`src/rtl/psa_pkg.sv`:
```
`default_nettype none
package psa_pkg;
   // register byte addresses on the bus
   localparam logic [7:0] tblpage_addr      = 8'h00;
   localparam logic [7:0] psvpage_addr      = 8'h04;
   localparam logic [7:0] cpu_ctrl_addr     = 8'h08;
   localparam logic [7:0] status_addr       = 8'h0C;
   localparam logic [7:0] latch_count_addr  = 8'h10;
   // field positions
   localparam int unsigned vis_enable_bit   = 2;
   localparam int unsigned config_space_bit = 7;
   // reset values
   localparam logic [7:0]  tblpage_reset    = 8'h00;
   localparam logic [7:0]  psvpage_reset    = 8'h00;
   localparam logic [15:0] cpu_ctrl_reset   = 16'h0000;
   // flash geometry
   localparam int unsigned row_words        = 64;
   localparam int unsigned row_bytes        = 192;
   localparam int unsigned erase_words      = 512;
   localparam int unsigned erase_bytes      = 1536;
   // extra cycle counts for visibility accesses
   localparam logic [1:0]  penalty_move     = 2'h1;
   localparam logic [1:0]  penalty_other    = 2'h2;
   localparam logic [1:0]  penalty_none     = 2'h0;

   typedef enum logic [2:0]
   {
      op_none        = 3'b000,
      op_read_low    = 3'b001,
      op_read_high   = 3'b010,
      op_write_low   = 3'b011,
      op_write_high  = 3'b100,
      op_data_read   = 3'b101
   } op_type;

   typedef struct packed
   {
      op_type      op;
      logic        byte_mode;
      logic [15:0] ea;
      logic [15:0] wdata;
      logic        is_move;
      logic        in_repeat;
      logic        rep_edge;
   } cpu_req_type;

   typedef struct packed
   {
      logic        valid;
      logic [15:0] rdata;
      logic        refused;
      logic [1:0]  extra_cycles;
   } cpu_resp_type;
endpackage
`default_nettype wire

```
`src/rtl/program_space_access_unit.sv`:
```
// What this block does
// - low table ops move program bits 15..0
// - high table ops alone reach bits 23..16
// - program address steps two per word
// - low byte read picks byte by select
// - high word read zeroes data 15..8
// - high byte read lands in data 7..0
// - phantom byte select reads zero
// - table address is page above ea
// - page msb selects configuration space
// - configuration space read only, writes refused
// - unaligned table addresses raise no fault
// - visibility needs ea msb and enable
// - visibility page plus ea 14..0
// - ea 15 ignored, bit 23 zero
// - upper data half maps, low word returned
// - visibility reads fetch once, extra cycles reported
// - move one extra, others two extra
// - repeat loop edges two, else none
// - table ops suspend visibility mapping
// - rows of 64, erase blocks 512
// - table writes go to holding latches
// - table page picks 32k word region
`default_nettype none
module program_space_access_unit #(
   parameter int unsigned row_words_p = psa_pkg::row_words
)(
   // clock and reset
   input  wire logic                  hclk,
   input  wire logic                  hresetn,
   // ahb-lite slave
   input  wire logic                  hsel,
   input  wire logic [7:0]            haddr,
   input  wire logic [1:0]            htrans,
   input  wire logic                  hwrite,
   input  wire logic [2:0]            hsize,
   input  wire logic [31:0]           hwdata,
   input  wire logic                  hready,
   output logic      [31:0]           hrdata,
   output logic                       hreadyout,
   output logic                       hresp,
   // cpu side
   input  wire psa_pkg::cpu_req_type  cpu_req,
   output psa_pkg::cpu_resp_type      cpu_resp,
   // program flash array
   output logic      [23:0]           flash_addr,
   output logic                       flash_rd,
   input  wire logic [23:0]           flash_rdata,
   output logic                       latch_we,
   output logic      [5:0]            latch_index,
   output logic      [23:0]           latch_wdata,
   output logic      [23:0]           latch_wmask
);
   localparam int unsigned iw = $clog2(row_words_p);

   typedef enum logic [1:0]
   {
      st_idle  = 2'b00,
      st_fetch = 2'b01,
      st_done  = 2'b10
   } state_type;

   state_type       state_q;
   logic [7:0]      tblpage_q;
   logic [7:0]      psvpage_q;
   logic [15:0]     cpu_ctrl_q;
   logic [15:0]     refused_cnt_q;
   logic [15:0]     latch_cnt_q;
   psa_pkg::cpu_req_type req_q;
   logic [23:0]     addr_q;
   logic            vis_q;
   logic [23:0]     word_q;

   // bus address phase capture
   logic            ph_valid_q;
   logic            ph_write_q;
   logic [7:0]      ph_addr_q;
   logic            take;
   assign take = hsel & hready & htrans[1];

   always_ff @(posedge hclk or negedge hresetn)
   begin
      if (!hresetn)
      begin
         ph_valid_q <= 1'b0;
         ph_write_q <= 1'b0;
         ph_addr_q  <= 8'h00;
      end
      else if (hready)
      begin
         ph_valid_q <= take;
         ph_write_q <= hwrite;
         ph_addr_q  <= haddr;
      end
   end

   // zero wait state, always okay
   assign hreadyout = 1'b1;
   assign hresp     = 1'b0;

   always_ff @(posedge hclk or negedge hresetn)
   begin
      if (!hresetn)
      begin
         tblpage_q  <= psa_pkg::tblpage_reset;
         psvpage_q  <= psa_pkg::psvpage_reset;
         cpu_ctrl_q <= psa_pkg::cpu_ctrl_reset;
      end
      else if (ph_valid_q && ph_write_q)
      begin
         case (ph_addr_q)
            psa_pkg::tblpage_addr:  tblpage_q  <= hwdata[7:0];
            psa_pkg::psvpage_addr:  psvpage_q  <= hwdata[7:0];
            psa_pkg::cpu_ctrl_addr: cpu_ctrl_q <= hwdata[15:0];
            default: ;
         endcase
      end
   end

   // read data decode, unmapped reads zero
   always_comb
   begin
      hrdata = 32'h0000_0000;
      if (ph_valid_q && !ph_write_q)
      begin
         case (ph_addr_q)
            psa_pkg::tblpage_addr:     hrdata = {24'h000000, tblpage_q};
            psa_pkg::psvpage_addr:     hrdata = {24'h000000, psvpage_q};
            psa_pkg::cpu_ctrl_addr:    hrdata = {16'h0000, cpu_ctrl_q};
            psa_pkg::status_addr:      hrdata = {16'h0000, refused_cnt_q};
            psa_pkg::latch_count_addr: hrdata = {16'h0000, latch_cnt_q};
            default:                   hrdata = 32'h0000_0000;
         endcase
      end
   end

   // request classification
   logic is_table;
   logic is_write;
   logic vis_hit;
   logic [23:0] tbl_addr;
   logic [23:0] vis_addr;
   assign is_table = cpu_req.op inside {psa_pkg::op_read_low, psa_pkg::op_read_high,
                                        psa_pkg::op_write_low, psa_pkg::op_write_high};
   assign is_write = cpu_req.op inside {psa_pkg::op_write_low, psa_pkg::op_write_high};
   assign vis_hit  = (cpu_req.op == psa_pkg::op_data_read) & cpu_req.ea[15]
                     & cpu_ctrl_q[psa_pkg::vis_enable_bit] & (state_q == st_idle);
   // page over ea, no alignment check
   assign tbl_addr = {tblpage_q, cpu_req.ea};
   // page bit 0 lands at bit 15
   assign vis_addr = {1'b0, psvpage_q, cpu_req.ea[14:0]};

   function automatic logic [1:0] penalty(input psa_pkg::cpu_req_type r);
      if (r.in_repeat)
         penalty = r.rep_edge ? psa_pkg::penalty_other : psa_pkg::penalty_none;
      else
         penalty = r.is_move ? psa_pkg::penalty_move : psa_pkg::penalty_other;
   endfunction

   logic refuse;
   assign refuse = is_write & tblpage_q[psa_pkg::config_space_bit];

   always_ff @(posedge hclk or negedge hresetn)
   begin
      if (!hresetn)
      begin
         state_q <= st_idle;
         req_q   <= '0;
         addr_q  <= 24'h000000;
         vis_q   <= 1'b0;
         word_q  <= 24'h000000;
      end
      else
      begin
         case (state_q)
            st_idle:
            begin
               if ((is_table && !is_write) || vis_hit)
               begin
                  req_q   <= cpu_req;
                  addr_q  <= vis_hit ? vis_addr : tbl_addr;
                  vis_q   <= vis_hit;
                  state_q <= st_fetch;
               end
            end
            st_fetch:
            begin
               word_q  <= flash_rdata;
               state_q <= st_done;
            end
            st_done:
               state_q <= st_idle;
            default:
               state_q <= st_idle;
         endcase
      end
   end

   // flash read strobe during fetch
   assign flash_addr = addr_q;
   assign flash_rd   = (state_q == st_fetch);

   // read data formatting
   function automatic logic [15:0] format(input psa_pkg::cpu_req_type r,
                                          input logic vis, input logic [23:0] w);
      if (vis || r.op == psa_pkg::op_read_low)
      begin
         if (!vis && r.byte_mode)
            format = {8'h00, r.ea[0] ? w[15:8] : w[7:0]};
         else
            format = w[15:0];
      end
      else
      begin
         if (r.byte_mode && r.ea[0])
            format = 16'h0000;
         else
            format = {8'h00, w[23:16]};
      end
   endfunction

   always_ff @(posedge hclk or negedge hresetn)
   begin
      if (!hresetn)
         cpu_resp <= '0;
      else
      begin
         cpu_resp.valid   <= 1'b0;
         cpu_resp.refused <= 1'b0;
         if (state_q == st_done)
         begin
            cpu_resp.valid        <= 1'b1;
            cpu_resp.rdata        <= format(req_q, vis_q, word_q);
            cpu_resp.extra_cycles <= vis_q ? penalty(req_q) : psa_pkg::penalty_none;
         end
         else if (state_q == st_idle && is_write)
         begin
            cpu_resp.valid        <= 1'b1;
            cpu_resp.refused      <= refuse;
            cpu_resp.rdata        <= 16'h0000;
            cpu_resp.extra_cycles <= psa_pkg::penalty_none;
         end
      end
   end

   always_ff @(posedge hclk or negedge hresetn)
   begin
      if (!hresetn)
      begin
         latch_we    <= 1'b0;
         latch_index <= 6'h00;
         latch_wdata <= 24'h000000;
         latch_wmask <= 24'h000000;
      end
      else
      begin
         latch_we <= 1'b0;
         if (state_q == st_idle && is_write && !refuse)
         begin
            latch_we    <= 1'b1;
            latch_index <= 6'(tbl_addr[iw:1]);
            if (cpu_req.op == psa_pkg::op_write_low)
            begin
               if (!cpu_req.byte_mode)
               begin
                  latch_wdata <= {8'h00, cpu_req.wdata};
                  latch_wmask <= 24'h00FFFF;
               end
               else if (cpu_req.ea[0])
               begin
                  latch_wdata <= {8'h00, cpu_req.wdata[7:0], 8'h00};
                  latch_wmask <= 24'h00FF00;
               end
               else
               begin
                  latch_wdata <= {16'h0000, cpu_req.wdata[7:0]};
                  latch_wmask <= 24'h0000FF;
               end
            end
            else
            begin
               latch_wdata <= {cpu_req.wdata[7:0], 16'h0000};
               latch_wmask <= (cpu_req.byte_mode && cpu_req.ea[0]) ? 24'h000000
                                                                  : 24'hFF0000;
            end
         end
      end
   end

   // statistics counters, saturating is not needed at 16 bits
   always_ff @(posedge hclk or negedge hresetn)
   begin
      if (!hresetn)
      begin
         refused_cnt_q <= 16'h0000;
         latch_cnt_q   <= 16'h0000;
      end
      else if (state_q == st_idle && is_write)
      begin
         if (refuse)
            refused_cnt_q <= refused_cnt_q + 16'h0001;
         else
            latch_cnt_q <= latch_cnt_q + 16'h0001;
      end
   end
endmodule
`default_nettype wire

```
`config.mk`:
```
export PLATFORM = sky130hd
export DESIGN_NAME = program_space_access_unit
export DESIGN_NICKNAME = d
export VERILOG_FILES = /design/src/rtl/psa_pkg.sv /design/src/rtl/program_space_access_unit.sv
export SDC_FILE = /design/constraint.sdc
export NUM_CORES = 1
export LEC_CHECK = 0
export BUFFER_PORTS_ARGS = -buffer_cell sky130_fd_sc_hd__buf_2
export CAP_MARGIN = 20
export CORE_MARGIN = 4
export CORE_UTILIZATION = 55
export CTS_CLUSTER_SIZE = 8
export DETAILED_ROUTE_END_ITERATION = 8
export PLACE_DENSITY = 0.81
export SLEW_MARGIN = 15
export SYNTH_ARGS = -nofsm -noshare
export SYNTH_HDL_FRONTEND = slang
export SYNTH_SLANG_ARGS = --single-unit
export TNS_END_PERCENT = 5
```
`constraint.sdc`:
```
create_clock -name hclk -period 5.1 [get_ports hclk]
set_input_delay 1.275 -clock hclk [delete_from_list [all_inputs] [get_ports hclk]]
set_output_delay 1.275 -clock hclk [all_outputs]
set_load 0.02 [all_outputs]
```
==> summary.txt, run 1 <==
largest net degree at the start of global routing - 77
CTS Sinks - 186
Slew Limit Fails - 0
outcome - completed
Yosys warning count - 0
clk_lat worst skew - 420 ps
prevailing post-synth register cell - dfrtp_1
max incr delay on CP - 730 ps
post-synth top area share - 54.5%
top-level port count - 247
RSZ-0062 raised after global routing - no
# DRC - 0
CP startpoint kind - register
post-cts resize count - 0
max capacitance violation total - 0
drt wl/cell - 17.8 um
Max Used Layer - met5
worst hold-check path type - reg2reg
Async S/R FF share, synth - 100%
Setup WS post-layout - 735 ps
Cell Area, Synth - 0.00854 mm2
maximum clock frequency - 0.229 GHz
area fraction in compound gates after synthesis - 8.72%
final setup fails - 0
post-DP HPWL - 14200 um
vias in the first global route - 6023
H-tree depth - 4
Comb power frac - 22.5%
leakage power - 5.11 nW
Die Y - 133 um
met3 WL - 1220 um
cells along the critical path - or2_2, nand2_1, nand4b_1, a31oi_1, buf_2
Placer Congestion - 0.842
GR Overflow Total - 0
minimum clock period - 4360 ps
simple-gate share of the synthesized area - 11.1%
WP data arrival - 3090 ps
die width - 133 um
top post-synthesis cells by area - dfrtp_1, mux2_2, buf_4
register area - 0.00465 mm2
switch share - 31.5%
worst supply voltage drop on vdd - 0.263 mV
Worst Max-Slew Pin Slew - 1120 ps
synthesis-stage register bit count - 186
hold_buf cts - 0
CORE AREA - 0.0152 mm2
fin crit share - 85.6%
postcts setup bufs - 0
Layout area overhead - 18.2%
mux contribution to synthesized area - 16.0%
pre-CTS WS - 1220 ps
hold violation count in the final report - 0
internal power - 2.85 mW
wire length on met2 - 9740 um
Slew HR - 25.5%
post-route ant nets - 0
synthesized area per cell - 11.8 um2
Synth Area in Adders - 0.293%
sequential power share - 46.6%
PwrDens - 412 mW/mm2
share of cells above drive strength 1 - 40.2%
die area - 0.0176 mm2
1st-iter DRT viols - 332
initial antenna violation count - 2
Vias - 6142
critical path type - reg2out
Starting Density - 56.2%
met1 WL - 8390 um
Worst Path Required - 3830 ps
crit path max fanout - 26
clk slew on worst S/H paths - 70 ps
Seq/Total Area, Yosys - 54.5%
port bufs - 208
Fin Setup TNS - 0 ps
number of synthesized flops with an enable pin - 0
slowest cell on the critical path - dfrtp_1
final net count - 1013
area leader, netlist - dfrtp_1
Fillers - 1204
CTS tree - done
final WL - 19600 um
critical path endpoint category - output pin
NetSw - 1.31 mW
global-route wire length before repair - 31800 um
clk_skew - 5.47 ps
GRT Overall Usage - 22.6%
Synth Area in XOR/XNOR - 3.18%
largest family of logic cells by synthesized area - multiplexers
vias per cell - 5.59
clock root cell - clkbuf_16
Pre-antenna DRT Iters - 5
Post-Synthesis Cells - 721
num rows - 45
n_diodes - 0
multi-input logic area - 0.00344 mm2
Max Buffers Root-to-Sink - 2
Yosys cell types - 55
clock buffer count from CTS - 17
clock power share - 30.9%
## sequential cells by signal (all words and copies together) (netlist names)
register,flops
flash_addr,24
latch_wdata,24
word_q,24
cpu_resp,20
cpu_ctrl_q,16
latch_cnt_q,16
refused_cnt_q,16
ph_addr_q,8
psvpage_q,8
tblpage_q,8
req_q,7
latch_index,6
latch_wmask,3
state_q,2
latch_we,1
ph_valid_q,1
ph_write_q,1
vis_q,1
## power groups by stage
stage | combinational (mW) | sequential, mW | clock [mW]
final | 0.936 | 1.94 | 1.28
after global routing | 1.01 | 1.98 | 1.37
after CTS | 0.948 | 1.94 | 1.31
after detailed placement | 0.944 | 1.96 | 0
after global placement | 0.922 | 1.95 | 0
after floorplan | 0.519 | 2.07 | 0
## through the flow
stage / instances / cell area (um2) / total power [mW] / hold slack, ps / utilization [%]
floorplan: 737 / 8600 / 2.59 / 436 / -
global placement: 1066 / 9500 / 2.87 / 445 / 62.5
detailed placement: 1066 / 9500 / 2.91 / 454 / 62.5
CTS: 1098 / 10100 / 4.19 / 469 / 66.3
global route: 1099 / 10100 / 4.36 / 493 / 66.4
finish: 1099 / 10100 / 4.16 / 464 / 66.4
## synthesized netlist by cell type, types with 3 or more instances
library cell	n
dfrtp_1	186
mux2_2	86
nand2_1	64
buf_4	40
nor2_1	32
clkbuf_1	27
a31oi_1	26
mux2i_1	25
nand3_1	25
a22o_1	16
xnor2_1	16
nor2b_1	15
xor2_1	15
inv_1	14
a21oi_1	11
a22oi_1	11
mux2_4	10
o31ai_1	9
a221o_1	8
nor3_1	8
nand4_1	7
or2_2	7
buf_1	6
and3_1	5
a211o_1	4
nor4_1	4
o21ai_0	4
o2bb2ai_1	3
## layout make-up
type,count,share of cell area (%)
Sequential cell,186,46.1
Tap cell,188,2.33
Timing Repair Buffer,219,11.2
Clock inverter,12,1.13
Clock buffer,20,4.62
Inverter,15,0.558
Multi-Input combinational cell,459,34.1
## final timing paths
kind,startpoint,end,slack (ps),cells after the start
worst max register to register,ph_addr_q[0]$_DFFE_PN0P_,cpu_ctrl_q[15]$_DFFE_PN0P_,2070,4
worst max-delay path,ph_addr_q[2]$_DFFE_PN0P_,hrdata[0],740,5
min in group asynchronous,hresetn,cpu_resp[16]$_DFFE_PN0P_,870,1
worst min-delay path,latch_wdata[19]$_DFFE_PN0P_,latch_wdata[19]$_DFFE_PN0P_,460,2
max in group asynchronous,hresetn,cpu_ctrl_q[6]$_DFFE_PN0P_,3210,2
worst min register to register,latch_wdata[19]$_DFFE_PN0P_,latch_wdata[19]$_DFFE_PN0P_,460,2
## cell families (layout without fill, tap and decap cells)
family | count (synthesis) | count (layout)
mux | 121 | 121
compound gates | 101 | 101
xor+xnor | 31 | 31
other cells | 2 | 18
flops | 186 | 186
simple gates | 186 | 186
fa+ha+maj | 2 | 2
buf+inv | 92 | 266
## critical path, delay by kind of cell, from the launching register on
family	cells	cell delay, ps
simple gates	3	1240
flops	1	730
compound gates	1	470
buf+inv	1	230
## cell usage in the layout (no fill, tap or decap), types with 5 or more instances in the layout
cell type	Yosys	layout
dfrtp_1	186	186
nor2_1	32	32
clkbuf_16	0	17
nor2b_1	15	14
nand2_1	64	64
xor2_1	15	15
and3_1	5	5
or2_2	7	7
conb_1	2	18
xnor2_1	16	16
inv_1	14	14
buf_4	40	11
nand4_1	7	7
a22oi_1	11	11
mux2_2	86	86
nand3_1	25	25
a221o_1	8	8
a21oi_1	11	11
a31oi_1	26	26
nor3_1	8	8
mux2_4	10	10
mux2i_1	25	25
o31ai_1	9	9
buf_2	1	207
a22o_1	16	16
## per-layer routing
layer	vias up	track usage [%]
met5	-	0
met4	4	5.54
met3	18	5.70
met2	224	38.0
met1	3035	29.6
li1	2861	-
No activity file was read; power rests on OpenSTA's default activity.
==> run 2: changes to the inputs <==
--- a/config.mk
+++ b/config.mk
@@ -11,7 +11,7 @@
 export CORE_UTILIZATION = 55
 export CTS_CLUSTER_SIZE = 8
 export DETAILED_ROUTE_END_ITERATION = 8
-export PLACE_DENSITY = 0.81
+export PLACE_DENSITY = 0.95
 export SLEW_MARGIN = 15
 export SYNTH_ARGS = -nofsm -noshare
 export SYNTH_HDL_FRONTEND = slang
==> summary.txt, run 2 (same netlist as run 1, synthesis figures left out) <==
cells along the critical path - or2_2, nand2_1, nand4b_1, a31oi_1, buf_2
Slew Limit Fails - 0 (unchanged)
outcome - completed
Cells on Worst Hold Path - 1 (-1)
port bufs - 208 (unchanged)
critical path type - reg2out
Die Y - 133 um (unchanged)
Max Buffers Root-to-Sink - 2 (unchanged)
GR Overflow Total - 0 (unchanged)
# DRC - 0 (unchanged)
post-route ant nets - 0 (unchanged)
global-route wire length before repair - 33100 um (+4.2%)
final net count - 1013 (unchanged)
Final Core Density - 66.6% (+0.21 points)
slowest cell on the critical path - dfrtp_1
Slew HR - 27.7% (+2.2 points)
critical path endpoint category - output pin
Worst Max-Slew Pin Slew - 1080 ps (-32.5 ps)
worst hold-check path type - reg2reg
final setup fails - 0 (unchanged)
drt wl/cell - 18.8 um (+5.3%)
Top delay family on crit path - simple AND/OR/NAND/NOR gates
Layout area overhead - 18.5%
Comb power frac - 22.5% (about the same)
maximum clock frequency - 0.229 GHz (about the same)
fin crit share - 85.6% (about the same)
worst supply voltage drop on vdd - 0.255 mV (-2.8%)
1st-iter DRT viols - 421 (+27%)
crit path max fanout - 26 (unchanged)
leakage power - 5.11 nW (+0.12%)
die width - 133 um (unchanged)
min-delay src - refused_cnt_q[15]$_DFFE_PN0P_
minimum clock period - 4370 ps (+0.272 ps)
Vias - 6240 (+1.6%)
PwrDens - 417 mW/mm2 (+1.3%)
reg2reg end - cpu_ctrl_q[1]$_DFFE_PN0P_
sequential power share - 46.2% (-0.4 points)
largest net degree at the start of global routing - 84 (+9.1%)
clock power share - 31.4% (+0.5 points)
WP data arrival - 3090 ps (about the same)
hold_buf cts - 0 (unchanged)
die area - 0.0176 mm2 (unchanged)
H-tree depth - 4 (unchanged)
initial antenna violation count - 0 (-2)
CTS tree - done
max capacitance violation total - 0 (unchanged)
Fin Hold WS - 474 ps (+9.27 ps)
share of cells above drive strength 1 - 40.0% (-0.22 points)
clock buffer count from CTS - 17 (unchanged)
CP startpoint kind - register
NetSw - 1.38 mW (+5.4%)
postcts setup bufs - 0 (unchanged)
final WL - 20600 um (+5.3%)
post-DP HPWL - 14600 um (+2.7%)
clk slew on worst S/H paths - 70 ps (about the same)
post-cts resize count - 0 (unchanged)
clk_skew - 10.6 ps (+5.11 ps)
internal power - 2.84 mW (-0.17%)
GRT Overall Usage - 23.6% (+1.1 points)
num rows - 45 (unchanged)
clock root cell - clkbuf_16
post-place instance area - 0.00951 mm2 (+0.13%)
n_diodes - 0 (unchanged)
Starting Density - 56.2% (unchanged)
commonest cells after routing, fill and taps aside - buf_2, dfrtp_1, mux2_2, nand2_1, nor2_1
Buf/Inv on CP - 1 (unchanged)
max incr delay on CP - 740 ps (about the same)
vias per cell - 5.68 (+1.6%)
vias in the first global route - 6265 (+4.0%)
CORE AREA - 0.0152 mm2 (unchanged)
worst reg2reg startpoint - ph_addr_q[0]$_DFFE_PN0P_
clk_lat worst skew - 430 ps (about the same)
most common cell after layout, fill and taps aside - buf_2
Hold Path Sink - refused_cnt_q[15]$_DFFE_PN0P_
final instance area - 0.0101 mm2 (+0.31%)
Worst Path Required - 3830 ps (about the same)
CTS Sinks - 186 (unchanged)
RSZ-0062 raised after global routing - no
switch share - 32.7% (+1.2 points)
flop-to-flop setup slack - 2080 ps (about the same)
Fin Setup TNS - 0 ps (unchanged)
hold violation count in the final report - 0 (unchanged)
Placer Congestion - 0.833 (-1.1%)
Pre-antenna DRT Iters - 4 (-1)
worst reg2reg path depth - 4 (unchanged)
top-level port count - 247 (unchanged)
==> run 2: stage by stage <==
stage	power [mW]	cells	worst slack, ps
after floorplan	2.59	737	1630
final	4.22	1099	735
after global placement	2.87	1064	1030
after global routing	4.41	1099	489
after CTS	4.25	1097	742
after detailed placement	2.92	1065	1210
==> run 2: power by group through the flow <==
stage,registers [mW],logic [mW],clock network (mW)
5_1_grt,1.98,1.02,1.41
3_5_place_dp,1.97,0.951,0
4_1_cts,1.94,0.956,1.34
6_report,1.95,0.948,1.33
3_3_place_gp,1.95,0.920,0
2_1_floorplan,2.07,0.519,0
==> run 2: worst max path at each step <==
stage | slack [ps] | cells past startpoint | end | start
finish | 730 | 5 | hrdata[0] | ph_addr_q[2]$_DFFE_PN0P_
global route | 490 | 5 | hrdata[2] | ph_addr_q[2]$_DFFE_PN0P_
CTS | 740 | 5 | hrdata[2] | ph_addr_q[2]$_DFFE_PN0P_
detailed placement | 1210 | 6 | flash_addr[1]$_DFFE_PN0P_ | cpu_req[37]
global placement | 1030 | 5 | flash_addr[7]$_DFFE_PN0P_ | cpu_req[37]
floorplan | 1630 | 5 | hrdata[10] | ph_addr_q[0]$_DFFE_PN0P_
==> run 2: metal layers <==
metal	global-route usage [%]	part of all wire, %	vias to the layer above	routed length [um]
met5	0	0	-	0
met1	30.1	41	3072	8420
met4	8.20	2.4	0	497
met3	5.55	6.7	40	1390
li1	-	-	2854	-
met2	39.9	50	274	10300
==> run 2: cell type report <==
cell class	instances	area, um2
clock buffer	19	443
clock inverter	13	149
fill	1094	5080
inverter	15	56.3
multi-input combinational	459	3430
sequential	186	4650
tap	188	235
timing repair buffer	219	1150
==> run 2: worst register-to-register path, delay by kind of cell, from the launching register on <==
family | cells | cell delay, ps
flops | 1 | 380
mux | 1 | 440
simple gates | 3 | 2090
